### config.mk
export PLATFORM = sky130hd
export DESIGN_NAME = msel_top
export DESIGN_NICKNAME = d
export VERILOG_FILES = /design/src/design/msel_pkg.sv /design/src/design/msel_sel_if.sv /design/src/design/msel_decoder.sv /design/src/design/msel_top.sv
export SDC_FILE = /design/constraint.sdc
export NUM_CORES = 1
export LEC_CHECK = 0
export BUFFER_PORTS_ARGS = -buffer_cell sky130_fd_sc_hd__buf_2
export CAP_MARGIN = 30
export CORE_MARGIN = 1
export CORE_UTILIZATION = 54
export CTS_BUF_LIST = sky130_fd_sc_hd__clkbuf_8 sky130_fd_sc_hd__clkbuf_16
export DETAILED_ROUTE_END_ITERATION = 8
export PLACE_DENSITY = 0.8
export REMOVE_ABC_BUFFERS = 1
export SLEW_MARGIN = 20
export SYNTH_ARGS = -nofsm -noshare
export SYNTH_HDL_FRONTEND = slang
export SYNTH_SLANG_ARGS = --single-unit
### constraint.sdc
create_clock -name clk_i -period 4 [get_ports clk_i]
set_input_delay 0.2 -clock clk_i [delete_from_list [all_inputs] [get_ports clk_i]]
set_output_delay 0.2 -clock clk_i [all_outputs]
set_load 0.03 [all_outputs]
### src/design/msel_pkg.sv
// Constants, register map and types of the multi-speed selector.
// Assumes a 32-bit classic Wishbone slave port and a 100 MHz clock.
package msel_pkg;

    // ========================================================
    // Sizes
    localparam int MSEL_NUM_TERM = 8;
    localparam int MSEL_NUM_SPEED = 16;
    localparam int MSEL_NUM_BIN = 4;
    localparam int MSEL_NUM_LVL = 7;
    localparam int MSEL_ASG_W = 4;
    localparam int MSEL_FREQ_W = 16;
    localparam int MSEL_IDX_W = 4;

    // ========================================================
    // Register byte offsets
    localparam logic [7:0] MSEL_OFS_CTRL = 8'h00;
    localparam logic [7:0] MSEL_OFS_BIN_ASG = 8'h04;
    localparam logic [7:0] MSEL_OFS_LVL_ASG = 8'h08;
    localparam logic [7:0] MSEL_OFS_INVERT = 8'h0c;
    localparam logic [7:0] MSEL_OFS_MAX_FREQ = 8'h10;
    localparam logic [7:0] MSEL_OFS_EDIT = 8'h14;
    localparam logic [7:0] MSEL_OFS_STORE = 8'h18;
    localparam logic [7:0] MSEL_OFS_VIEW = 8'h1c;
    localparam logic [7:0] MSEL_OFS_MONITOR = 8'h20;
    localparam logic [7:0] MSEL_OFS_STATUS = 8'h24;
    // Speed table: speed_table_first at 0x40 .. speed_table_last at 0x7c
    localparam logic [7:0] MSEL_OFS_TABLE = 8'h40;
    localparam logic [7:0] MSEL_TABLE_MASK = 8'hc0;

    // ========================================================
    // Field positions
    localparam int MSEL_CTRL_MODE_BIT = 0;
    localparam int MSEL_CTRL_SRC_LO = 1;
    localparam int MSEL_STORE_GO_BIT = 0;
    localparam int MSEL_ST_ACTIVE_BIT = 4;
    localparam int MSEL_ST_RUN_BIT = 5;
    localparam int MSEL_ST_CLAMP_BIT = 6;

    // ========================================================
    // Encodings and reset values
    localparam logic [1:0] MSEL_SRC_TERMINAL = 2'h1;
    localparam logic [1:0] MSEL_SRC_RESET = 2'h1;
    localparam logic [15:0] MSEL_BIN_ASG_RESET = 16'h0000;
    localparam logic [27:0] MSEL_LVL_ASG_RESET = 28'h0000000;
    localparam logic [7:0] MSEL_INVERT_RESET = 8'h00;
    // Maximum frequency in 0.01 Hz units: 50.00 Hz
    localparam logic [15:0] MSEL_MAX_FREQ_RESET = 16'h1388;
    localparam logic [15:0] MSEL_SPEED_RESET = 16'h0000;

    typedef enum logic {
        MSEL_MODE_BINARY,
        MSEL_MODE_BITLEVEL
    } msel_mode_t;

endpackage

### src/design/msel_sel_if.sv
// Carrier between the register side and the speed-select decoder.
// Assumes both ends sit in the same clock domain.
`timescale 1ns/1ps
interface msel_sel_if;
    import msel_pkg::*;
    logic [MSEL_NUM_TERM-1:0] term;
    msel_mode_t mode;
    logic [MSEL_NUM_BIN*MSEL_ASG_W-1:0] bin_asg;
    logic [MSEL_NUM_LVL*MSEL_ASG_W-1:0] lvl_asg;
    logic [MSEL_IDX_W-1:0] index;
    logic active;

    modport dec (input term, mode, bin_asg, lvl_asg, output index, active);
    modport ctl (output term, mode, bin_asg, lvl_asg, input index, active);
endinterface

### src/design/msel_decoder.sv
// Terminal-to-speed-index decoder for both selection modes.
// Assumes terminals arrive already inverted to logical on/off.
`timescale 1ns/1ps
module msel_decoder
    import msel_pkg::*;
(
    msel_sel_if.dec sel
);

    // Assignment field: top bit = function assigned, low bits = terminal
    function automatic logic msel_pick(
        input logic [MSEL_NUM_TERM-1:0] terms,
        input logic [MSEL_ASG_W-1:0] asg
    );
        msel_pick = asg[MSEL_ASG_W-1] ? terms[asg[MSEL_ASG_W-2:0]] : 1'b0;
    endfunction

    // ========================================================
    // Decode
    always_comb begin
        logic [MSEL_IDX_W-1:0] bidx;
        logic [MSEL_IDX_W-1:0] lidx;
        logic lany;
        bidx = '0;
        lidx = '0;
        lany = 1'b0;
        for (int b = 0; b < MSEL_NUM_BIN; b++) begin
            // Unassigned bits drop to zero
            bidx[b] = msel_pick(sel.term,
                sel.bin_asg[b*MSEL_ASG_W +: MSEL_ASG_W]);
        end
        // Walk downward so the lowest active select is left last
        for (int n = MSEL_NUM_LVL; n >= 1; n--) begin
            if (msel_pick(sel.term,
                    sel.lvl_asg[(n-1)*MSEL_ASG_W +: MSEL_ASG_W])) begin
                lidx = MSEL_IDX_W'(n);
                lany = 1'b1;
            end
        end
        // No select on leaves lidx at speed 0
        if (sel.mode == MSEL_MODE_BINARY) begin
            sel.index = bidx;
            sel.active = |bidx;
        end else begin
            sel.index = lidx;
            sel.active = lany;
        end
    end

endmodule // msel_decoder

### src/design/msel_top.sv
// Multi-speed selector: speed table, terminal decode, target output.
// Assumes terminals, run and reference inputs synchronous to clk_i,
// and a classic Wishbone master on the register port.
//
// Register access over Wishbone and the register addresses were chosen for this implementation.
`timescale 1ns/1ps
module msel_top
    import msel_pkg::*;
(
    input wire logic clk_i,
    input wire logic rst_i,
    input wire logic wb_cyc_i,
    input wire logic wb_stb_i,
    input wire logic wb_we_i,
    input wire logic [7:0] wb_adr_i,
    input wire logic [3:0] wb_sel_i,
    input wire logic [31:0] wb_dat_i,
    output logic [31:0] wb_dat_o,
    output logic wb_ack_o,
    input wire logic [MSEL_NUM_TERM-1:0] term_i,
    input wire logic run_i,
    input wire logic [MSEL_FREQ_W-1:0] term_ref_i,
    output logic [MSEL_FREQ_W-1:0] target_freq_o,
    output logic [MSEL_IDX_W-1:0] sel_index_o,
    output logic sel_active_o
);

    // ========================================================
    // State
    typedef struct packed {
        logic ack;
        logic [31:0] dat;
        msel_mode_t mode;
        logic [1:0] src;
        logic [MSEL_NUM_BIN*MSEL_ASG_W-1:0] bin_asg;
        logic [MSEL_NUM_LVL*MSEL_ASG_W-1:0] lvl_asg;
        logic [MSEL_NUM_TERM-1:0] inv;
        logic [MSEL_FREQ_W-1:0] max_freq;
        logic [MSEL_FREQ_W-1:0] edit;
        logic [MSEL_NUM_TERM-1:0] term;
        logic [MSEL_IDX_W-1:0] index;
        logic active;
        logic clamp;
        logic [MSEL_FREQ_W-1:0] target;
        logic [MSEL_NUM_SPEED-1:0][MSEL_FREQ_W-1:0] table_v;
    } msel_state_t;

    msel_state_t s_q;
    msel_state_t s_d;

    msel_sel_if sel();

    msel_decoder u_dec (
        .sel(sel)
    );

    assign sel.term = s_q.term;
    assign sel.mode = s_q.mode;
    assign sel.bin_asg = s_q.bin_asg;
    assign sel.lvl_asg = s_q.lvl_asg;

    // ========================================================
    // Helpers

    // Merge a write under byte enables
    function automatic logic [31:0] msel_merge(
        input logic [31:0] old,
        input logic [31:0] wdat,
        input logic [3:0] be
    );
        logic [31:0] r;
        r = old;
        for (int i = 0; i < 4; i++) begin
            if (be[i]) begin
                r[i*8 +: 8] = wdat[i*8 +: 8];
            end
        end
        msel_merge = r;
    endfunction

    // Zero-extend a frequency to a bus word
    function automatic logic [31:0] msel_word(
        input logic [MSEL_FREQ_W-1:0] f
    );
        msel_word = {{(32-MSEL_FREQ_W){1'b0}}, f};
    endfunction

    // ========================================================
    // Next state
    always_comb begin
        logic [31:0] w;
        logic [31:0] rd;
        logic [MSEL_FREQ_W-1:0] pick;
        logic [MSEL_IDX_W-1:0] tix;
        w = '0;
        rd = '0;
        pick = '0;
        tix = wb_adr_i[5:2];
        s_d = s_q;
        s_d.ack = 1'b0;

        // Inversion applied before decode, so on means asserted
        s_d.term = term_i ^ s_q.inv;
        s_d.index = sel.index;
        s_d.active = sel.active;

        // Bus access: answered one cycle after the request appears
        if (wb_cyc_i && wb_stb_i && !s_q.ack) begin
            s_d.ack = 1'b1;
            if (wb_we_i) begin
                if ((wb_adr_i & MSEL_TABLE_MASK) == MSEL_OFS_TABLE) begin
                    // Direct parameter programming of any slot
                    w = msel_merge(msel_word(s_q.table_v[tix]),
                        wb_dat_i, wb_sel_i);
                    s_d.table_v[tix] = w[MSEL_FREQ_W-1:0];
                end else begin
                    unique case (wb_adr_i)
                        MSEL_OFS_CTRL: begin
                            w = msel_merge({29'h0000000, s_q.src,
                                1'(s_q.mode)}, wb_dat_i, wb_sel_i);
                            s_d.mode = msel_mode_t'(w[MSEL_CTRL_MODE_BIT]);
                            s_d.src = w[MSEL_CTRL_SRC_LO +: 2];
                        end
                        MSEL_OFS_BIN_ASG: begin
                            w = msel_merge({16'h0000, s_q.bin_asg},
                                wb_dat_i, wb_sel_i);
                            s_d.bin_asg = w[15:0];
                        end
                        MSEL_OFS_LVL_ASG: begin
                            w = msel_merge({4'h0, s_q.lvl_asg},
                                wb_dat_i, wb_sel_i);
                            s_d.lvl_asg = w[27:0];
                        end
                        MSEL_OFS_INVERT: begin
                            w = msel_merge({24'h000000, s_q.inv},
                                wb_dat_i, wb_sel_i);
                            s_d.inv = w[7:0];
                        end
                        MSEL_OFS_MAX_FREQ: begin
                            w = msel_merge(msel_word(s_q.max_freq),
                                wb_dat_i, wb_sel_i);
                            s_d.max_freq = w[MSEL_FREQ_W-1:0];
                        end
                        MSEL_OFS_EDIT: begin
                            // Editing alone leaves the table untouched
                            w = msel_merge(msel_word(s_q.edit),
                                wb_dat_i, wb_sel_i);
                            s_d.edit = w[MSEL_FREQ_W-1:0];
                        end
                        MSEL_OFS_STORE: begin
                            // Only a stopped drive takes a switch store;
                            // a store while running is dropped silently
                            if (wb_sel_i[0] && wb_dat_i[MSEL_STORE_GO_BIT]
                                    && !run_i) begin
                                s_d.table_v[s_q.index] =
                                    s_q.edit;
                            end
                        end
                        default: begin
                        end
                    endcase
                end
            end else begin
                if ((wb_adr_i & MSEL_TABLE_MASK) == MSEL_OFS_TABLE) begin
                    rd = msel_word(s_q.table_v[tix]);
                end else begin
                    unique case (wb_adr_i)
                        MSEL_OFS_CTRL:
                            rd = {29'h0000000, s_q.src, 1'(s_q.mode)};
                        MSEL_OFS_BIN_ASG: rd = {16'h0000, s_q.bin_asg};
                        MSEL_OFS_LVL_ASG: rd = {4'h0, s_q.lvl_asg};
                        MSEL_OFS_INVERT: rd = {24'h000000, s_q.inv};
                        MSEL_OFS_MAX_FREQ: rd = msel_word(s_q.max_freq);
                        MSEL_OFS_EDIT: rd = msel_word(s_q.edit);
                        // Entry of the currently selected speed
                        MSEL_OFS_VIEW:
                            rd = msel_word(
                                s_q.table_v[s_q.index]);
                        MSEL_OFS_MONITOR:
                            rd = msel_word(s_q.target);
                        MSEL_OFS_STATUS: begin
                            rd[MSEL_IDX_W-1:0] = s_q.index;
                            rd[MSEL_ST_ACTIVE_BIT] = s_q.active;
                            rd[MSEL_ST_RUN_BIT] = run_i;
                            rd[MSEL_ST_CLAMP_BIT] = s_q.clamp;
                        end
                        default: rd = '0;
                    endcase
                end
            end
        end
        s_d.dat = rd;

        // Target frequency tracks selects every cycle, run or stop, while src is MSEL_SRC_TERMINAL
        if (s_q.src == MSEL_SRC_TERMINAL && s_q.active) begin
            pick = s_q.table_v[s_q.index];
        end else begin
            pick = term_ref_i;
        end
        // Above the maximum the stored speed cannot be reached
        s_d.clamp = pick > s_q.max_freq;
        s_d.target = s_d.clamp ? s_q.max_freq : pick;
        // Three-stage path: term -> index -> target, no stop needed
    end

    // ========================================================
    // Registers
    always_ff @(posedge clk_i) begin
        if (rst_i) begin
            s_q <= '0;
            s_q.mode <= MSEL_MODE_BINARY;
            s_q.src <= MSEL_SRC_RESET;
            s_q.bin_asg <= MSEL_BIN_ASG_RESET;
            s_q.lvl_asg <= MSEL_LVL_ASG_RESET;
            s_q.inv <= MSEL_INVERT_RESET;
            s_q.max_freq <= MSEL_MAX_FREQ_RESET;
            for (int i = 0; i < MSEL_NUM_SPEED; i++) begin
                s_q.table_v[i] <= MSEL_SPEED_RESET;
            end
        end else begin
            s_q <= s_d;
        end
    end

    // ========================================================
    // Outputs
    assign wb_ack_o = s_q.ack;
    assign wb_dat_o = s_q.dat;
    assign target_freq_o = s_q.target;
    assign sel_index_o = s_q.index;
    assign sel_active_o = s_q.active;

endmodule // msel_top

==> flow_metrics.py <==
metrics = {
    "worst_setup_path": {
        "endpoint_kind": "register",
        "cp_slowest_cell": "mux4_2",
        "setup.worst_path.start": "sel_index_o[0]",
        "cp-start-kind": "register",
        "crit_cells": 17,
        "crit_type": "reg -> reg",
        "cp_slowest_stage_delay_ps": 530,
        "critPathMostFrequentCell": "a21oi_1",
        "cp_data_arrival_time_ps": 4300,
        "critPathTopFamily": "compound AO/OA/AOI/OAI gates",
        "crit_end": "target_freq_o[9]",
        "worstReg2RegStart": "sel_index_o[0]",
        "critical_path_required_ps": 4510,
        "rrSetupSlack_ps": 210,
        "cp_num_buf_inv": 5,
        "crit_fanout": 17,
        "r2r_end": "target_freq_o[9]",
        "reg2reg_depth": 17,
        "crit_chain": "buf_4 -> buf_12 -> mux4_2 -> mux2i_1 -> nor2_1 -> a21oi_1 -> o21a_1 -> inv_1 -> ha_1 -> nor2b_1 -> o211ai_1 -> buf_4 -> a21oi_1 -> nor3b_2 -> or2_2 -> buf_12 -> a21oi_1",
    },
    "die": {
        "fp-row-count": 76,
        "fp.dieW_um": 212,
        "io_pins": 128,
        "design.core.area_sq_um": 43200,
        "die_h_um": 212,
        "die_area_sq_um": 44800,
        "start_util_pct": 55.0,
    },
    "global_route": {
        "grt_pass1_wl_mm": 119,
        "grt_max_degree": 88,
        "grt_pass1_vias": 21100,
        "grtUsageTotal_pct": 34.1,
        "overflow": 0,
        "antenna_found_initial": 1,
    },
    "timing": {
        "rsz0062_at_grt": "false",
        "tns_ps": 0,
        "clock.fmax_mhz": 264,
        "slew_headroom_pct": 38.4,
        "hold_viol_final": 0,
        "holdWs_ps": 14.2,
        "setup_viol": 0,
        "layout_min_cycle_time_ps": 3790,
        "tightest_slew_ps": 924,
        "period_share_pct": 94.8,
        "setup_slack_ps": 207,
        "slew_viol_final": 0,
        "fin_worst_skew_ps": 15.3,
    },
    "min_path": {
        "hp-class": "in -> reg",
    },
    "logic_synthesis": {
        "ys_seq_area_share_pct": 33.9,
        "synth_area_leaders": "dfxtp_1 34%, mux4_2 14%, a221oi_1 7.9%, nor2_1 5.9%, mux2i_1 5.6%",
        "synth_warnings": 0,
        "synth_top_cell_area_share_pct": 33.9,
        "ys_types": 73,
        "ys.flop_type": "dfxtp_1",
        "yosysTopAreaCell": "dfxtp_1",
        "syn_inst": 2497,
        "synth_edf_count": 0,
        "ys_seq_elements": 402,
        "syn-cell-area_sq_um": 23700,
        "synthArstFlopShare_pct": 0,
        "avgSynthCellArea_sq_um": 9.51,
    },
    "cts": {
        "cts_inserted_buffers": 44,
        "clockBufferDepth": 3,
        "insertion_delay_ps": 590,
        "clkTransAtPathRegs_ps": 60,
        "cts-htree-levels": 2,
        "cts_tree": "built",
        "clock_sinks": 402,
        "cts_root_buffer": "clkbuf_16",
    },
    "final_layout": {
        "final_area_sq_um": 26100,
        "layout-drive-gt1-share_pct": 22.7,
        "layout-area-overhead-vs-synth_pct": 9.91,
        "fin_nets": 2566,
    },
    "detailed_routing": {
        "vias_per_cell": 6.92,
        "postRouteAntennaNets": 0,
        "drtIter0Drc": 2945,
        "vias": 21400,
        "dr.pass1.iters": 6,
        "routed_wl_mm": 77.1,
        "routedWlPerCell_um": 24.9,
        "drcViolationCount": 0,
    },
    "run": {
        "timing.max_cap.violations": 0,
    },
    "power_and_ir_drop": {
        "ir_worst_vdd_mv": 0.312,
        "leakagePower_nw": 9.89,
        "powerDensity_nw_per_um2": 343,
    },
    "place": {
        "placedInstanceArea_sq_um": 24100,
        "post-place-ws_ps": 84.8,
        "hpwl_mm": 54.3,
        "port_buffers": 119,
        "place_congestion": 0.974,
    },
    "status": {
        "status": "finished, final reports clean",
    },
}
[registers in the layout, summed over array words and instances (netlist names)]
signal         flops
s_q              299
sel.lvl_asg       28
wb_dat_o          28
sel.bin_asg       16
target_freq_o     16
sel.term           8
sel_index_o        4
sel.mode           1
sel_active_o       1
wb_ack_o           1
[cells by family after synthesis]
kind of cell / Yosys count / share of synthesized area (%)
AND/OR/NAND/NOR: 823 / 16.6
adder cells (fa/ha/maj): 16 / 0.843
multiplexers: 323 / 21.6
other: 1 / 0.0158
AO/OA/AOI/OAI: 548 / 18.3
buffers and inverters: 376 / 8.34
XOR/XNOR: 8 / 0.295
flip-flops: 402 / 33.9
[worst register-to-register path: stages (launching register included)]
cell      delay (ps)
dfxtp_4          420
buf_4            230
buf_12           190
mux4_2           550
mux2i_1          170
nor2_1            80
a21oi_1          280
o21a_1           190
inv_1             50
ha_1             280
nor2b_1          140
o211ai_1          90
buf_4            160
a21oi_1          170
nor3b_2           80
or2_2            330
buf_12           160
a21oi_1          160
[cell usage after synthesis, types with 6 or more instances]
master and number:
inv_1 49, ha_1 16, mux2i_1 133, a21o_1 18
buf_2 45, nand4_1 6, a221oi_1 215, a21oi_1 59
nand2b_1 25, o211ai_1 8, mux2_2 42, o31ai_1 17
buf_6 18, o311ai_0 16, nor3_2 8, xnor2_1 8
and2_1 45, mux4_2 148, dfxtp_1 402, a22oi_1 28
or2_2 6, o21a_1 15, nand2_1 80, clkbuf_1 161
o221ai_1 8, buf_4 86, buf_1 10, o21ai_0 79
o22a_1 9, a221oi_2 26, o21ai_4 8, o21ai_2 8
nor2_1 376, o22ai_1 13, nor3_1 194, nand2_4 10
nand3_1 25, nor2b_1 14
[timing repair]
action / in CTS / in global routing
resized for setup: 0 / 1
setup buffers: 0 / 5
hold buffers: 36 / 0
setup endpoints to repair: 0 / 17
endpoints found under the hold margin: 71 / 0
[per-stage QoR]
stage / util (%) / instances / total power, W
2_1_floorplan: - / 2174 / 0.00439
3_3_place_gp: 55.9 / 2973 / 0.00470
3_5_place_dp: 55.9 / 2973 / 0.00471
4_1_cts: 60.3 / 3087 / 0.00893
5_1_grt: 60.4 / 3093 / 0.00914
6_report: 60.4 / 3094 / 0.00894
[worst min-delay path by stage]
stage                 startpoint               to  slack (ps)  cells past startpoint
floorplan                  rst_i  sel.lvl_asg[10]         270                      1
global placement    wb_dat_i[17]  sel.lvl_asg[17]         430                      3
detailed placement  wb_dat_i[19]  sel.lvl_asg[19]         440                      3
CTS                  wb_dat_i[1]         s_q[370]         0.2                      3
global route         wb_dat_i[2]         s_q[288]          20                      3
finish               wb_dat_i[1]         s_q[370]          10                      3
[final cells by class]
| class | count | area [sq um] |
|---|---|---|
| Sequential cell | 402 | 8060 |
| Fill cell | 3615 | 17100 |
| Clock buffer | 58 | 1310 |
| Antenna cell | 1 | 2.50 |
| Multi-Input combinational cell | 1722 | 13800 |
| Timing Repair Buffer | 256 | 1850 |
| Inverter | 50 | 188 |
| Tap cell | 585 | 732 |
| Clock inverter | 20 | 198 |
[placed cells by master (no fill, tap or decap), types with 8 or more instances in the layout]
master,netlist,final
nor3_1,194,194
a221oi_2,26,27
nand3_1,25,25
clkbuf_8,0,13
nor2b_1,14,14
xnor2_1,8,8
nand2_1,80,80
dlygate4sd3_1,0,36
a22oi_1,28,28
mux4_2,148,148
o221ai_1,8,8
mux2i_1,133,133
a21o_1,18,18
and2_1,45,45
buf_4,86,93
inv_1,49,57
buf_12,3,10
nand2b_1,25,25
o21ai_2,8,8
a221oi_1,215,214
mux2_2,42,42
nor2_1,376,376
o31ai_1,17,17
ha_1,16,16
a21oi_1,59,58
dfxtp_1,402,398
o21a_1,15,15
nand2_4,10,10
buf_2,45,116
o211ai_1,8,8
nor3_2,8,8
o21ai_4,8,8
o311ai_0,16,16
o22a_1,9,9
clkbuf_16,0,45
o21ai_0,79,79
o22ai_1,13,13
[layer usage]
layer	GRT usage, %	routed length, um	vias up
li1	-	-	9284
met1	41.3	28600	10400
met2	58.4	37500	1458
met3	6.87	7900	254
met4	15.0	3090	0
met5	0	0	-
[where the power goes]
| part | switching (W) | total (W) | internal [W] |
|---|---|---|---|
| Combinational | 0.000405 | 0.000611 | 0.000206 |
| Sequential | 0.0000355 | 0.00406 | 0.00402 |
| Clock | 0.00173 | 0.00427 | 0.00254 |
| Total | 0.00217 | 0.00894 | 0.00677 |
Power figures use the tool's default switching activity.
